`src/include/odac_defines.svh`:
```
`ifndef ODAC_DEFINES_SVH
`define ODAC_DEFINES_SVH

// Register byte offsets
`define ODAC_ORDER_OFS      8'h00
`define ODAC_CTRL_OFS       8'h04
`define ODAC_STATUS_OFS     8'h08
`define ODAC_PINS_OFS       8'h0c

// Order field positions
`define ODAC_ROUNDOFF_BIT   0
`define ODAC_ADD_SUB_BIT    1
`define ODAC_ABSVAL_BIT     2
`define ODAC_CLEAR_BIT      3
`define ODAC_REG2_BIT       4
`define ODAC_MEM_USE_BIT    5
`define ODAC_RW_TGT_BIT     6
`define ODAC_ADD_MUL_BIT    7
`define ODAC_DIR_BIT        8
`define ODAC_ORDER_W        9

// Control register fields
`define ODAC_CTL_OPERATE    0

// Reset values
`define ODAC_ORDER_RST      9'h000
`define ODAC_CTRL_RST       1'b0

// Timing counts
`define ODAC_ADD_STEPS      4'h8
`define ODAC_RIGHT_STEPS    4'h4

`endif

```
`src/include/odac_pkg.sv`:
```
package odac_pkg;

  typedef enum logic [2:0] {
    ODAC_IDLE    = 3'b000,
    ODAC_CLEAR   = 3'b001,
    ODAC_CLRWAIT = 3'b010,
    ODAC_ROUND   = 3'b011,
    ODAC_COMP    = 3'b100,
    ODAC_STEP    = 3'b101,
    ODAC_DONE    = 3'b110,
    ODAC_STALL   = 3'b111
  } odac_state_type;

  typedef enum logic [1:0] {
    ODAC_MEM_SHIFT_CNT = 2'b00,
    ODAC_MEM_ORDER_CNT = 2'b01,
    ODAC_MEM_WRITE     = 2'b10,
    ODAC_MEM_READ      = 2'b11
  } odac_mem_type;

  typedef struct packed {
    logic shift_direction_flag;
    logic add_vs_multiply_flag;
    logic read_write_target_flag;
    logic memory_use_flag;
    logic second_reg_select_flag;
    logic clear_hold_flag;
    logic number_absval_flag;
    logic add_sub_flag;
    logic roundoff_flag;
  } odac_order_type;

  // Two-stage synchronisers for the five pins
  typedef struct packed {
    logic [4:0] s1;
    logic [4:0] s2;
  } odac_sync_type;

  typedef struct packed {
    odac_state_type st;
    odac_order_type ord;
    logic           operate;
    logic           pending;
    logic           comp_sub;
    logic           complement_check_flag;
    logic [3:0]     step_cnt;
    logic           step_seen;
    logic           clr_pulse;
    logic           rnd_gate;
    logic           go;
    logic           fin;
    logic           r2_load;
    logic           r2_data;
    odac_sync_type  sy;
    logic           ap_wr;
    logic           ap_sel;
    logic [7:0]     ap_addr;
    logic [31:0]    rdata;
  } odac_regs_type;

endpackage : odac_pkg
```
`src/hw/odac_top.sv`:
```
// The implementer's own choices: the AHB-Lite register port and the address map.
`timescale 1ns/1ps
// Functional notes
// - Roundoff flag orders a one at accumulator first fraction; needs clear too.
// - Add/sub, absval and addend sign set complement; add/sub and absval also feed decode matrix.
// - Clear-hold one clears accumulator; flag returns to zero before proceeding.
// - Second-register select sensed on all orders but multiply/extract class.
// - Two memory flags decode read, write, order counter or shift counter.
// - Add/multiply flag separates addition class from multiply and divide.
// - Shift-direction flag supplies left or right signal to shift sequencer.
// - Multiply and extract decode outputs are active-positive.
// - Multiplication roundoff clears accumulator then sets first fraction bit.
// - No arithmetic proceeds until clear-hold and roundoff are both zero.
// - Roundoff without clear never resets roundoff; block stalls.
// - Operate with clear gives master clear pulse only, no slave clear.
// - After clear pulse clear-hold resets; without roundoff operation proceeds.
// - With roundoff, gate one in, wait until set, then reset roundoff.
// - While roundoff set, zero and one step requests are blocked.
// - Eight addition orders from clear, add/subtract and absval choices.
// - Addition sets complement, then four right steps and four left steps.
// - Subtract for subtract, add absval of negative, sub absval of positive.
// - Subtract setting injects carry into first adder stage.
// - Complement latched in check flag, compared with driver; proceed on match.
// - Addition sets shift direction right, sending the one step request.
// - Each right shift moves accumulator lsb into second register fraction.
// - Orders load only in control sequence; execution waits for operate.
`include "odac_defines.svh"

module odac_top
  import odac_pkg::*;
(
  input  wire logic        hclk,
  input  wire logic        hresetn,
  input  wire logic        hsel,
  input  wire logic [31:0] haddr,
  input  wire logic [1:0]  htrans,
  input  wire logic        hwrite,
  input  wire logic [2:0]  hsize,
  input  wire logic [31:0] hwdata,
  input  wire logic        hready,
  output logic      [31:0] hrdata,
  output logic             hreadyout,
  output logic             hresp,
  input  wire logic        addend_sign,
  input  wire logic        acc_frac1_one,
  input  wire logic        acc_lsb,
  input  wire logic        step_done,
  input  wire logic        comp_gate_echo,
  output logic             accumulator_clear_pulse,
  output logic             accumulator_clear_slave,
  output logic             roundoff_gate,
  output logic             step_one_req,
  output logic             step_zero_req,
  output logic             shift_right,
  output logic             shift_left,
  output logic             complement_subtract,
  output logic             adder_carry_in,
  output logic             op_go,
  output logic             op_done,
  output logic             reg2_frac1_load,
  output logic             reg2_frac1_data,
  output odac_mem_type     mem_action,
  output logic             reg2_select,
  output logic             add_class,
  output logic             mul_div_class,
  output logic             multiply_pos,
  output logic             extract_pos,
  output logic [1:0]       matrix_code
);

  // Pin index in the synchroniser
  localparam int unsigned P_SIGN = 0;
  localparam int unsigned P_FRAC = 1;
  localparam int unsigned P_LSB  = 2;
  localparam int unsigned P_STEP = 3;
  localparam int unsigned P_ECHO = 4;

  odac_regs_type r_ff;
  odac_regs_type nxt_r;

  // Subtract decision from the flags and addend sign
  function automatic logic comp_select(input odac_order_type o,
                                       input logic sign_neg);
    comp_select = o.number_absval_flag ? (o.add_sub_flag ^ sign_neg)
                                       : o.add_sub_flag;
  endfunction : comp_select

  function automatic logic [31:0] read_mux(input odac_regs_type s,
                                           input logic [7:0] a);
    read_mux = 32'h0000_0000;
    case (a)
      `ODAC_ORDER_OFS:  read_mux = {23'h000000, s.ord};
      `ODAC_CTRL_OFS:   read_mux = {31'h00000000, s.operate};
      `ODAC_STATUS_OFS: read_mux = {20'h00000, s.step_cnt,
                                    1'b0, s.st, s.comp_sub,
                                    s.complement_check_flag,
                                    s.pending, s.ord.shift_direction_flag};
      `ODAC_PINS_OFS:   read_mux = {27'h0000000, s.sy.s2};
      default:          read_mux = 32'h0000_0000;
    endcase
  endfunction : read_mux

  logic step_edge;
  logic comp_now;
  logic is_add;
  logic rd_take;

  always_comb begin
    nxt_r     = r_ff;
    is_add    = r_ff.ord.add_vs_multiply_flag;
    comp_now  = comp_select(r_ff.ord, r_ff.sy.s2[P_SIGN]);
    step_edge = r_ff.sy.s2[P_STEP] & ~r_ff.step_seen;
    rd_take   = hsel & hready & htrans[1] & ~hwrite;

    nxt_r.sy.s1     = {comp_gate_echo, step_done, acc_lsb,
                       acc_frac1_one, addend_sign};
    nxt_r.sy.s2     = r_ff.sy.s1;
    nxt_r.step_seen = r_ff.sy.s2[P_STEP];
    nxt_r.clr_pulse = 1'b0;
    nxt_r.go        = 1'b0;
    nxt_r.fin       = 1'b0;
    nxt_r.r2_load   = 1'b0;

    // Bus address phase; zero wait, read data captured for the data phase
    nxt_r.ap_sel  = hsel & hready & htrans[1];
    nxt_r.ap_wr   = hwrite;
    nxt_r.ap_addr = haddr[7:0];
    if (rd_take) begin
      nxt_r.rdata = read_mux(r_ff, haddr[7:0]);
    end

    // Bus data phase writes
    if (r_ff.ap_sel && r_ff.ap_wr) begin
      case (r_ff.ap_addr)
        `ODAC_ORDER_OFS: begin
          // Orders load during the control sequence only
          if (!r_ff.operate && r_ff.st == ODAC_IDLE) begin
            nxt_r.ord     = odac_order_type'(hwdata[`ODAC_ORDER_W-1:0]);
            nxt_r.pending = 1'b1;
          end
        end
        `ODAC_CTRL_OFS: begin
          nxt_r.operate = hwdata[`ODAC_CTL_OPERATE];
        end
        default: begin
        end
      endcase
    end

    case (r_ff.st)
      ODAC_IDLE: begin
        // Execution waits for the operate sequence
        if (r_ff.pending && r_ff.operate) begin
          nxt_r.pending = 1'b0;
          if (r_ff.ord.clear_hold_flag) begin
            nxt_r.st        = ODAC_CLEAR;
            nxt_r.clr_pulse = 1'b1;
          end else if (r_ff.ord.roundoff_flag) begin
            // Nothing will ever reset roundoff here
            nxt_r.st = ODAC_STALL;
          end else if (is_add) begin
            nxt_r.st = ODAC_COMP;
          end else begin
            nxt_r.st = ODAC_DONE;
            nxt_r.go = 1'b1;
          end
        end
      end
      ODAC_CLEAR: begin
        // Clear pulse is high during this state and ends with it: drop clear-hold
        nxt_r.ord.clear_hold_flag = 1'b0;
        nxt_r.st                  = ODAC_CLRWAIT;
      end
      ODAC_CLRWAIT: begin
        if (r_ff.ord.roundoff_flag) begin
          nxt_r.st       = ODAC_ROUND;
          nxt_r.rnd_gate = 1'b1;
        end else if (is_add) begin
          nxt_r.st = ODAC_COMP;
        end else begin
          nxt_r.st = ODAC_DONE;
          nxt_r.go = 1'b1;
        end
      end
      ODAC_ROUND: begin
        // Wait for the bit to be fully one before releasing
        if (r_ff.sy.s2[P_FRAC]) begin
          nxt_r.rnd_gate          = 1'b0;
          nxt_r.ord.roundoff_flag = 1'b0;
          if (is_add) begin
            nxt_r.st = ODAC_COMP;
          end else begin
            nxt_r.st = ODAC_DONE;
            nxt_r.go = 1'b1;
          end
        end
      end
      ODAC_COMP: begin
        // Complement set and latched, then checked against driver echo
        nxt_r.comp_sub              = comp_now;
        nxt_r.complement_check_flag = comp_now;
        if (r_ff.comp_sub == comp_now &&
            r_ff.complement_check_flag == r_ff.sy.s2[P_ECHO]) begin
          nxt_r.st                       = ODAC_STEP;
          nxt_r.go                       = 1'b1;
          nxt_r.step_cnt                 = 4'h0;
          nxt_r.ord.shift_direction_flag = 1'b1;
        end
      end
      ODAC_STEP: begin
        if (step_edge) begin
          if (r_ff.ord.shift_direction_flag) begin
            nxt_r.r2_load = 1'b1;
            nxt_r.r2_data = r_ff.sy.s2[P_LSB];
          end
          nxt_r.step_cnt = r_ff.step_cnt + 4'h1;
          if (r_ff.step_cnt + 4'h1 == `ODAC_RIGHT_STEPS) begin
            nxt_r.ord.shift_direction_flag = 1'b0;
          end
          if (r_ff.step_cnt + 4'h1 == `ODAC_ADD_STEPS) begin
            nxt_r.st = ODAC_DONE;
          end
        end
      end
      ODAC_DONE: begin
        nxt_r.fin = 1'b1;
        nxt_r.st  = ODAC_IDLE;
      end
      ODAC_STALL: begin
        // Hang is left only by the sequencer leaving operate
        if (!r_ff.operate) begin
          nxt_r.st = ODAC_IDLE;
        end
      end
      default: begin
        nxt_r.st = ODAC_IDLE;
      end
    endcase
  end

  always_ff @(posedge hclk or negedge hresetn) begin
    if (!hresetn) begin
      r_ff                       <= '0;
      r_ff.st                    <= ODAC_IDLE;
      r_ff.ord                   <= odac_order_type'(`ODAC_ORDER_RST);
      r_ff.operate               <= `ODAC_CTRL_RST;
    end else begin
      r_ff <= nxt_r;
    end
  end

  assign hrdata    = r_ff.rdata;
  assign hreadyout = 1'b1;
  assign hresp     = 1'b0;

  // Master clear only; holding slave clear keeps the sequencer still
  assign accumulator_clear_pulse = r_ff.clr_pulse;
  assign accumulator_clear_slave = 1'b0;
  assign roundoff_gate           = r_ff.rnd_gate;

  // Step requests are held off while roundoff is pending
  assign step_one_req  = (r_ff.st == ODAC_STEP) & ~r_ff.step_seen &
                         r_ff.ord.shift_direction_flag &
                         ~r_ff.ord.roundoff_flag;
  assign step_zero_req = (r_ff.st == ODAC_STEP) & ~r_ff.step_seen &
                         ~r_ff.ord.shift_direction_flag &
                         ~r_ff.ord.roundoff_flag;
  assign shift_right   = r_ff.ord.shift_direction_flag;
  assign shift_left    = ~r_ff.ord.shift_direction_flag;

  assign complement_subtract = r_ff.comp_sub;
  assign adder_carry_in      = r_ff.comp_sub;
  assign op_go               = r_ff.go;
  assign op_done             = r_ff.fin;
  assign reg2_frac1_load     = r_ff.r2_load;
  assign reg2_frac1_data     = r_ff.r2_data;

  // Order decode
  assign mem_action    = odac_mem_type'({r_ff.ord.memory_use_flag,
                         r_ff.ord.read_write_target_flag});
  assign add_class     = r_ff.ord.add_vs_multiply_flag;
  assign mul_div_class = ~r_ff.ord.add_vs_multiply_flag;
  assign reg2_select   = r_ff.ord.second_reg_select_flag &
                         r_ff.ord.add_vs_multiply_flag;
  assign multiply_pos  = ~r_ff.ord.add_vs_multiply_flag &
                         ~r_ff.ord.number_absval_flag;
  assign extract_pos   = ~r_ff.ord.add_vs_multiply_flag &
                         r_ff.ord.number_absval_flag;
  assign matrix_code   = {r_ff.ord.add_sub_flag,
                          r_ff.ord.number_absval_flag};

endmodule : odac_top

```
`config.mk`:
```
export PLATFORM = sky130hd
export DESIGN_NAME = odac_top
export DESIGN_NICKNAME = d
export VERILOG_FILES = /design/src/include/odac_pkg.sv /design/src/hw/odac_top.sv
export VERILOG_INCLUDE_DIRS = /design/src /design/src/include
export SDC_FILE = /design/constraint.sdc
export NUM_CORES = 1
export LEC_CHECK = 0
export ABC_CLOCK_PERIOD_IN_PS = 2700
export CAP_MARGIN = 20
export CORE_MARGIN = 3
export CORE_UTILIZATION = 40
export CTS_CLUSTER_SIZE = 16
export DETAILED_ROUTE_END_ITERATION = 16
export DONT_BUFFER_PORTS = 1
export GPL_TIMING_DRIVEN = 0
export PLACE_DENSITY_LB_ADDON = 0.3
export SLEW_MARGIN = 0
export SYNTH_ARGS = -nofsm -noshare
export SYNTH_HDL_FRONTEND = slang
export SYNTH_SLANG_ARGS = --single-unit
```
`constraint.sdc`:
```
create_clock -name hclk -period 2.7 [get_ports hclk]
set_clock_uncertainty 0.2 [all_clocks]
set_input_delay 0.54 -clock hclk [delete_from_list [all_inputs] [get_ports hclk]]
set_output_delay 0.54 -clock hclk [all_outputs]
set_load 0.01 [all_outputs]
```
==> results of run 1 <==
==> layout make-up <==
cell class | instances | area [um^2]
Buffer | 50 | 344
Clock buffer | 10 | 138
Clock inverter | 6 | 138
Fill cell | 583 | 3150
Inverter | 5 | 18.8
Multi-Input combinational cell | 169 | 1040
Sequential cell | 58 | 1450
Tap cell | 77 | 96.3
Timing Repair Buffer | 14 | 158
==> power groups by stage <==
stage | registers (uW) | clock network (uW) | logic, uW
after floorplan | 1000 | 0 | 391
after global placement | 1020 | 0 | 463
after detailed placement | 1020 | 0 | 468
after CTS | 1010 | 1100 | 494
after global routing | 1020 | 1150 | 576
final | 1010 | 1080 | 511
==> routing by layer <==
metal | vias up | routed length [um] | share of wire | track usage
li1 | 948 | - | - | -
met1 | 916 | 2560 | 0.43 | 0.199
met2 | 71 | 2750 | 0.47 | 0.223
met3 | 6 | 521 | 0.089 | 0.0691
met4 | 0 | 53 | 0.0090 | 0.0690
met5 | - | 0 | 0 | 0
==> state kept, by name, indices dropped and copies added, names as in the netlist, 2 cells and up <==
signal       count
mem_action       2
r_ff            28
hrdata          12
matrix_code      2
nxt_r            6
==> metrics by stage <==
stage / std cells / utilization / instance area, um^2 / worst slack (ps) / total power (uW)
floorplan: 282 / - / 2850 / 470 / 1390
global placement: 359 / 0.452 / 2950 / 305 / 1490
detailed placement: 359 / 0.452 / 2950 / 266 / 1490
CTS: 377 / 0.500 / 3260 / 266 / 2610
global route: 389 / 0.518 / 3380 / 120 / 2750
finish: 389 / 0.518 / 3380 / 292 / 2600
==> Yosys cell counts (2+ instances only) <==
cell type / number / area (um^2)
mux2_2: 10 / 113
a22o_2: 3 / 30.0
conb_1: 2 / 7.51
inv_1: 5 / 18.8
nand2_1: 26 / 97.6
a21boi_0: 2 / 15.0
o211ai_1: 4 / 30.0
and3b_1: 4 / 35.0
o21ai_0: 11 / 55.1
o22ai_1: 2 / 12.5
dfrtp_1: 58 / 1450
clkbuf_1: 6 / 22.5
buf_4: 41 / 308
buf_2: 2 / 10.0
nor2_1: 16 / 60.1
nor3b_1: 3 / 22.5
nor4_1: 5 / 31.3
nor3_1: 6 / 30.0
a21oi_1: 8 / 40.0
a22o_1: 2 / 17.5
nand2b_1: 4 / 25.0
or4_1: 2 / 15.0
nor2b_1: 2 / 12.5
and2_1: 2 / 12.5
mux2i_1: 8 / 80.1
a31oi_1: 9 / 56.3
==> path summary, 6_finish.rpt <==
kind                            cells after the start  startpoint       endpoint  slack [ps]
worst max-delay path                                3    r_ff[78]   step_one_req         290
worst min-delay path                                0     acc_lsb      nxt_r[44]          30
worst max register to register                      6    r_ff[78]  mem_action[0]         310
worst min register to register                      0   nxt_r[42]       r_ff[42]         150
max in group asynchronous                           2     hresetn       r_ff[66]        1550
min in group asynchronous                           2     hresetn       r_ff[59]         530
==> critical path, cell delays in order (launching register included) <==
cell      delay (ps)
dfrtp_1          320
clkbuf_1         270
nand3b_1         260
nor4_1           480
==> cells by family after synthesis <==
kind of cell	after synthesis	share of synthesized area
other cells	2	0.00271
buf+inv	55	0.131
mux	19	0.0775
simple gates	80	0.152
fa+ha+maj	1	0.00451
flops	58	0.523
compound gates	46	0.109
==> key figures, run 1 <==
Status
  • Status: completed

Layout
  • Commonest non-fill, non-tap cell in the layout: dfrtp_1
  • Nets: approximately 390
  • Layout Area Growth over Synthesis: 21.9%
  • Layout cells sized above 1: 0.253
  • Most frequent cells in the layout: 58 x dfrtp_1, 41 x buf_4, 26 x nand2_1
  • Antenna fix cells: 0

Synthesis
  • Post-synth EDFFs: 0
  • Synth Flop Type: dfrtp_1
  • Syn Area/Cell: 10.6 um^2
  • Cell Area, Synth: around 2800 um^2
  • Synth Instances: 261
  • Seq/Total Area, Yosys: 0.523
  • Netlist cell types: 44
  • FF+latch count, synth: 58
  • Async SR Flop Fraction: 1.00
  • Synth Warn #: 0

Power and ir drop
  • Clock power share: 0.416
  • Switching portion of total power: 0.271
  • Int Pwr: between 1500 and 2000 uW
  • Sw power: a little over 700 uW
  • Pwr Density: about 770 nW/um^2
  • Leakage: approximately 0.0016 uW
  • Comb pwr share: 0.196
  • VDD IR max: roughly 0.51 mV
  • Sequential share of power: 0.387

Critical path
  • Crit end category: output port
  • Arrival time worst endpoint: about 1700 ps
  • Critical-path maximum fanout: 8
  • Crit path launch type: flip-flop
  • Critical setup path kind: reg2out
  • Required time of the critical path: around 2000 ps

Clock network
  • H-tree depth: 3
  • CTS max path bufs: 2
  • Total CTS buffers: 9
  • Skew-Pair Late Insertion Delay: ~340 ps
  • CTS root buf: clkbuf_8
  • Setup Buffers After CTS: 0
  • Clock-pin transition on the worst setup and hold timing paths: 60 ps
  • CTS Hold Buffers Added: 2
  • Clk sinks: 58
  • CTS tree: done
  • CTS resizes: 0

STA
  • Slew of the pin with the lowest slew margin: 550 ps
  • Relative slew margins: 0.630
  • Tmin final: about 2400 ps
  • Hold Slack: ~30 ps
  • Endpoints failing setup: 0
  • Setup TNS Final: 0 ps
  • Pins over their slew limit: 0
  • Unrepaired setup endpoints after global routing: false
  • Final hold vios: 0
  • Final cycle utilization of the critical path: 0.892
  • Peak Freq: 415 MHz

Route
  • Routed len/inst: approximately 15 um
  • Drt drc: 0
  • DR vias: about 1900
  • DR vias/cell: 4.99
  • First-pass DRT Iterations: 5
  • ANT nets after route: 0
  • Drt initial violations: between 100 and 150
  • Routed WL: 5880 um

Place
  • Buffers on Ports: 0
  • Final Wtd Congestion: 0.863
  • Detailed Place HPWL: approximately 4300 um

Floorplanning
  • Die ar.: approximately 8000 um^2
  • Core Rows: 29
  • Die width: between 80 and 90 um
  • I/O pin count: around 140
  • Core Area: approximately 6500 um^2
  • Starting density of the core: 0.425
  • Die Y: between 80 and 90 um

GRT
  • Largest net degree at the start of global routing: 59
  • Global-route wire length before repair: slightly below 9000 um
  • Vias in the first global route: 1746
  • Global Route Usage Sum: 0.154
  • Initial antenna violation count: 0
  • Remaining Overflow, GRT: 0

Flow run
  • Max Cap Viol: 0

Min path
  • Worst min-delay path category: in2reg
Power figures use the tool's default switching activity.
==> run 2, diff against run 1 <==
==> constraint.sdc (replaced) <==
create_clock -name hclk -period 2.7 [get_ports hclk]
set_clock_uncertainty 0.2 [all_clocks]
set_input_delay 0.27 -clock hclk [delete_from_list [all_inputs] [get_ports hclk]]
set_output_delay 0.27 -clock hclk [all_outputs]
set_load 0.01 [all_outputs]
==> run 2 against run 1 <==
Net effect:
- fmax fell by 4.3%
- global-route usage rose by 0.91 points
- critical path depth rose by 3
- core utilization rose by 2.0 points
- critical path type is now reg2reg
- setup slack got worse by 110 ps
- largest power group unchanged
- count of clock-buffer cells in the layout did not move
- power rose by 0.74%
- combinational power rose by 3%
- via count rose by 4.5%
- largest cell class unchanged
- first-iteration DRC count rose by 0.74%
- cell count rose by 3.3%
==> key figures, run 2 (synthesized netlist as in run 1, its figures left out) <==
Layout
  • Fill cells: 578 (-0.86%)
  • Final std cells w/o fill: 402 (+3.3%)
  • Nets: 400 (+3.4%)
  • Commonest non-fill, non-tap cell in the layout: dfrtp_1
  • Layout cells sized above 1: 0.243 (-0.0101)
  • Biggest register: r_ff
  • Antenna fix cells: 0 (unchanged)
  • Largest register FFs: 28 (unchanged)
  • Most frequent cells in the layout: 58 x dfrtp_1, 41 x buf_4, 26 x nand2_1, 26 x dlygate4sd3_1, 23 x conb_1
  • Final core occ: 0.538 (+0.0199)
  • Layout Area Growth over Synthesis: 26.6%

Place
  • Inst Count DP: 359 (unchanged)
  • Final Wtd Congestion: 0.863 (unchanged)
  • Buffers on Ports: 0 (unchanged)
  • Pre-CTS setup slack: 266 ps (unchanged)
  • Detailed Place HPWL: 4300 um (unchanged)

Critical path
  • Arrival time worst endpoint: 2540 ps (+870 ps)
  • Required time of the critical path: 2720 ps (+760 ps)
  • Crit-path slowest cell: nor3_1
  • Critical R2R Launch: r_ff[78]
  • Critical-path maximum fanout: 10 (+2)
  • Worst reg-to-reg path cell count: 6 (unchanged)
  • CP Buf/Inv Count: 2 (+1)
  • Cell count along the critical path: 6 (+3)
  • R2R Path End: mem_action[0]
  • Cell family with most CP delay: simple AND/OR/NAND/NOR gates
  • Critical setup path kind: reg2reg
  • CP max stage delay: 420 ps (-60 ps)
  • Crit path launch type: flip-flop
  • Worst path cell trace: clkbuf_1 -> nor3_1 -> nand2_1 -> nor4_1 -> buf_2 -> mux2_2
  • Crit end category: flip-flop
  • Worst reg2reg setup slack: 180 ps (-130 ps)

Min path
  • Worst hold path startpoint: haddr[4]
  • Hold Path Depth: 3 (+3)
  • WHS Endpoint: hrdata[0]
  • Worst min-delay path category: in2reg

Power and ir drop
  • Sw power: 714 uW (+1.0%)
  • Pwr Density: 747 nW/um^2 (-3.0%)
  • VDD IR max: 0.511 mV (-0.12%)
  • Clock power share: 0.415 (about the same)
  • Int Pwr: 1910 uW (+0.64%)
  • Switching portion of total power: 0.272 (+0.000702)
  • Leakage: 0.00167 uW (+3.5%)
  • Comb pwr share: 0.201 (+0.005)
  • Sequential share of power: 0.384 (-0.003)

Floorplanning
  • Die ar.: 7970 um^2 (unchanged)
  • Starting density of the core: 0.425 (unchanged)
  • Core Area: 6530 um^2 (unchanged)
  • Die Y: 89.3 um (unchanged)
  • Core Rows: 29 (unchanged)
  • Die width: 89.3 um (unchanged)
  • I/O pin count: 135 (unchanged)

Route
  • DR vias/cell: 5.05 (+1.2%)
  • First-pass DRT Iterations: 4 (-1)
  • Drt drc: 0 (unchanged)
  • DR vias: 2029 (+4.5%)
  • Routed WL: 6130 um (+4.1%)
  • Drt initial violations: 137 (+0.74%)
  • ANT nets after route: 0 (unchanged)
  • Routed len/inst: 15.2 um (+0.78%)

Clock network
  • CTS resizes: 0 (unchanged)
  • Clk sinks: 58 (unchanged)
  • CTS tree: done
  • Skew-Pair Late Insertion Delay: 340 ps (about the same)
  • Clock-pin transition on the worst setup and hold timing paths: 70 ps (about the same)
  • H-tree depth: 3 (unchanged)
  • CTS max path bufs: 2 (unchanged)
  • Total CTS buffers: 9 (unchanged)
  • Setup Buffers After CTS: 0 (unchanged)
  • CTS root buf: clkbuf_8

STA
  • Peak Freq: 397 MHz (-4.3%)
  • Slew of the pin with the lowest slew margin: 550 ps (unchanged)
  • Relative slew margins: 0.630 (unchanged)
  • Endpoints failing setup: 0 (unchanged)
  • Pins over their slew limit: 0 (unchanged)
  • Final hold vios: 0 (unchanged)
  • Setup TNS Final: 0 ps (unchanged)
  • Min setup slack post-route: 183 ps (-109 ps)
  • Tmin final: 2520 ps (+109 ps)
  • Hold Slack: 74.2 ps (+44.2 ps)
  • Final cycle utilization of the critical path: 0.932 (+0.0403)
  • Unrepaired setup endpoints after global routing: false

GRT
  • Vias in the first global route: 1882 (+7.8%)
  • Initial antenna violation count: 0 (unchanged)
  • Remaining Overflow, GRT: 0 (unchanged)
  • Global-route wire length before repair: 9450 um (+6.5%)
  • Largest net degree at the start of global routing: 59 (unchanged)
  • Global Route Usage Sum: 0.163 (+0.00913)

Status
  • Status: completed

Flow run
  • Max Cap Viol: 0 (unchanged)
[run 2: per-layer routing]
| layer | vias to the layer above | global-route usage | share of wire |
|---|---|---|---|
| li1 | 973 | - | - |
| met1 | 958 | 0.202 | 0.41 |
| met4 | 0 | 0.0690 | 0.014 |
| met5 | - | 0 | 0 |
| met2 | 91 | 0.254 | 0.49 |
| met3 | 7 | 0.0645 | 0.085 |
[run 2: layout make-up]
| cell class | count | area [um^2] | share of cell area |
|---|---|---|---|
| Sequential cell | 58 | 1450 | 0.413 |
| Multi-Input combinational cell | 169 | 1040 | 0.296 |
| Buffer | 50 | 344 | 0.0979 |
| Timing Repair Buffer | 27 | 288 | 0.0819 |
| Clock buffer | 10 | 138 | 0.0392 |
| Clock inverter | 6 | 138 | 0.0392 |
| Tap cell | 77 | 96.3 | 0.0274 |
| Inverter | 5 | 18.8 | 0.00534 |
[run 2: how the worst max path moves through the flow]
stage                  start              to  slack, ps
floorplan           r_ff[76]  matrix_code[0]        680
global placement    r_ff[78]        r_ff[71]        300
detailed placement  r_ff[78]   mem_action[0]        270
CTS                 r_ff[78]   mem_action[0]        270
global route        r_ff[78]   mem_action[0]         50
finish              r_ff[78]   mem_action[0]        180
[run 2: worst register-to-register path, cell delays in order, from the launching register on]
cell	delay (ps)
dfrtp_1	360
clkbuf_1	180
nor3_1	420
nand2_1	90
nor4_1	400
buf_2	380
mux2_2	370
[run 2: timing repair]
| action | 4_1_cts | 5_1_grt |
|---|---|---|
| hold endpoints to repair | 88 | 0 |
| hold buffers | 27 | 0 |
| setup endpoints to repair | 0 | 0 |
[run 2: power by group through the flow]
stage                     logic [uW]  registers [uW]  clock network [uW]
final                            526            1010                1090
after global routing             593            1020                1150
after CTS                        523            1010                1100
after detailed placement         468            1020                   0
after global placement           463            1020                   0
after floorplan                  391            1000                   0
[run 2: stage by stage]
stage                     power, uW  instance area, um^2
final                          2620                 3510
after global routing           2770                 3510
after CTS                      2640                 3510
after detailed placement       1490                 2950
after global placement         1490                 2950
after floorplan                1390                 2850
==> run 3, diff against run 2 <==
Settings changed: REMOVE_ABC_BUFFERS from default to 1, SKIP_CTS_REPAIR_TIMING from default to 1.
==> run 3 against run 2 <==
Net effect:
- worst hold slack worse by 120 ps
- sequential share of layout area rose by 5.3 points
- largest power group is now sequential cells
- combinational power fell by 24%
- sequential cell count did not move
- core utilization fell by 6.1 points
- global-route usage fell by 0.80 points
- die area unchanged
- the flow now finishes with violations (hold timing)
- design area down 11%
- clock power fell by 28%
==> key figures, run 3 (synthesized netlist as in run 1, its figures left out) <==
Route
  • DR vias: 1874 (-7.6%)
  • ANT nets after route: 0 (unchanged)
  • DR vias/cell: 5.31 (+5.2%)
  • First-pass DRT Iterations: 4 (unchanged)
  • Drt initial violations: 125 (-8.8%)
  • Routed WL: 6040 um (-1.5%)
  • Routed len/inst: 17.1 um (+12%)
  • Drt drc: 0 (unchanged)

Critical path
  • Arrival time worst endpoint: 2420 ps (-120 ps)
  • Crit path launch type: flip-flop
  • Required time of the critical path: 2730 ps (about the same)
  • Crit end category: flip-flop
  • Critical setup path kind: reg2reg
  • Critical-path maximum fanout: 7 (-3)

STA
  • Tmin final: 2390 ps (-128 ps)
  • Final hold vios: 4 (+4)
  • Relative slew margins: 0.608 (-0.0222)
  • Slew of the pin with the lowest slew margin: 585 ps (+35.3 ps)
  • Hold Slack: -41.8 ps (-116 ps)
  • Pins over their slew limit: 0 (unchanged)
  • Peak Freq: 419 MHz (+5.4%)
  • Endpoints failing setup: 0 (unchanged)
  • Unrepaired setup endpoints after global routing: false
  • Final cycle utilization of the critical path: 0.885 (-0.0475)
  • Min setup slack post-route: 311 ps (+128 ps)

Floorplanning
  • Core Area: 6530 um^2 (unchanged)
  • Core Rows: 29 (unchanged)
  • Starting density of the core: 0.425 (unchanged)
  • Die ar.: 7970 um^2 (unchanged)
  • Die Y: 89.3 um (unchanged)
  • I/O pin count: 135 (unchanged)
  • Die width: 89.3 um (unchanged)

Clock network
  • Skew-Pair Late Insertion Delay: 340 ps (about the same)
  • H-tree depth: 3 (unchanged)
  • Total CTS buffers: 9 (unchanged)
  • CTS tree: done
  • CTS max path bufs: 2 (unchanged)
  • Clock-pin transition on the worst setup and hold timing paths: 60 ps (about the same)
  • CTS root buf: clkbuf_8
  • Clk sinks: 58 (unchanged)

Place
  • Detailed Place HPWL: 4160 um (-3.3%)
  • Buffers on Ports: 0 (unchanged)
  • Pre-CTS setup slack: -17.0 ps (-283 ps)
  • Final Wtd Congestion: 0.857 (-0.68%)

GRT
  • Global-route wire length before repair: 9020 um (-4.6%)
  • Initial antenna violation count: 0 (unchanged)
  • Vias in the first global route: 1736 (-7.8%)
  • Global Route Usage Sum: 0.155 (-0.00801)
  • Remaining Overflow, GRT: 0 (unchanged)
  • Largest net degree at the start of global routing: 59 (unchanged)

Status
  • Failing checks: hold timing
  • Status: complete, but fails checks

Layout
  • Layout cells sized above 1: 0.141 (-0.102)
  • Commonest non-fill, non-tap cell in the layout: dfrtp_1
  • Nets: 351 (-12%)
  • Most frequent cells in the layout: 58 x dfrtp_1, 26 x nand2_1, 26 x dlygate4sd3_1
  • Biggest register: r_ff
  • Layout Area Growth over Synthesis: 12.3%
  • Largest register FFs: 28 (unchanged)
  • Antenna fix cells: 0 (unchanged)

Power and ir drop
  • Comb pwr share: 0.176 (-0.025)
  • Sw power: 706 uW (-1.1%)
  • VDD IR max: 0.329 mV (-36%)
  • Int Pwr: 1560 uW (-19%)
  • Switching portion of total power: 0.312 (+0.0401)
  • Clock power share: 0.347 (-0.068)
  • Pwr Density: 726 nW/um^2 (-2.8%)
  • Leakage: 0.00141 uW (-16%)
  • Sequential share of power: 0.477 (+0.093)
  • Power Total: 2260 uW (-14%)

Flow run
  • Max Cap Viol: 0 (unchanged)

Min path
  • Worst min-delay path category: in2reg
==> run 3: cell type report <==
class,instances,area (um^2)
inverter,5,18.8
tap,77,96.3
multi-input combinational,169,1060
timing repair buffer,28,295
clock inverter,7,70.1
sequential,58,1450
clock buffer,9,124
fill,596,3420
==> run 3: path summary, 6_finish.rpt <==
path | slack (ps) | cells after the start | to | start
min in group asynchronous | 240 | 2 | hrdata[7] | hresetn
setup / recovery | 310 | 5 | r_ff[61] | matrix_code[0]
setup reg to reg | 310 | 5 | r_ff[61] | matrix_code[0]
hold reg to reg | 150 | 0 | nxt_r[58] | nxt_r[45]
max in group asynchronous | 1800 | 2 | r_ff[58] | hresetn
hold / removal | -40 | 2 | hrdata[8] | haddr[3]
==> run 3: layer usage <==
metal  vias to the layer above  wire (um)  track usage
met5                         -          0            0
met4                         0         99       0.0568
met3                        14        490       0.0673
met2                        71       3020        0.247
met1                       915       2430        0.187
li1                        874          -            -
==> run 3: through the flow <==
| step | setup TNS, ps | utilization | instance area [um^2] | cells |
|---|---|---|---|---|
| 4_1_cts | -79.4 | 0.431 | 2810 | 326 |
| 3_3_place_gp | -11800 | 0.399 | 2610 | 309 |
| 5_1_grt | 0 | 0.477 | 3120 | 353 |
| 6_report | 0 | 0.477 | 3120 | 353 |
| 2_1_floorplan | -343 | - | 2510 | 232 |
| 3_5_place_dp | -20.8 | 0.401 | 2620 | 310 |
==> run 3: power by group through the flow <==
stage | registers (uW) | clock network (uW) | logic, uW
finish | 1080 | 784 | 398
global route | 1090 | 843 | 450
CTS | 1070 | 805 | 340
detailed placement | 1090 | 0 | 336
global placement | 1090 | 0 | 328
floorplan | 1050 | 0 | 287
==> run 3: critical path: stages (launching register included) <==
cell and delay [ps]:
dfrtp_1 550, a21boi_0 200, or4_1 520, a21oi_1 400
o22ai_1 150, a22o_1 270
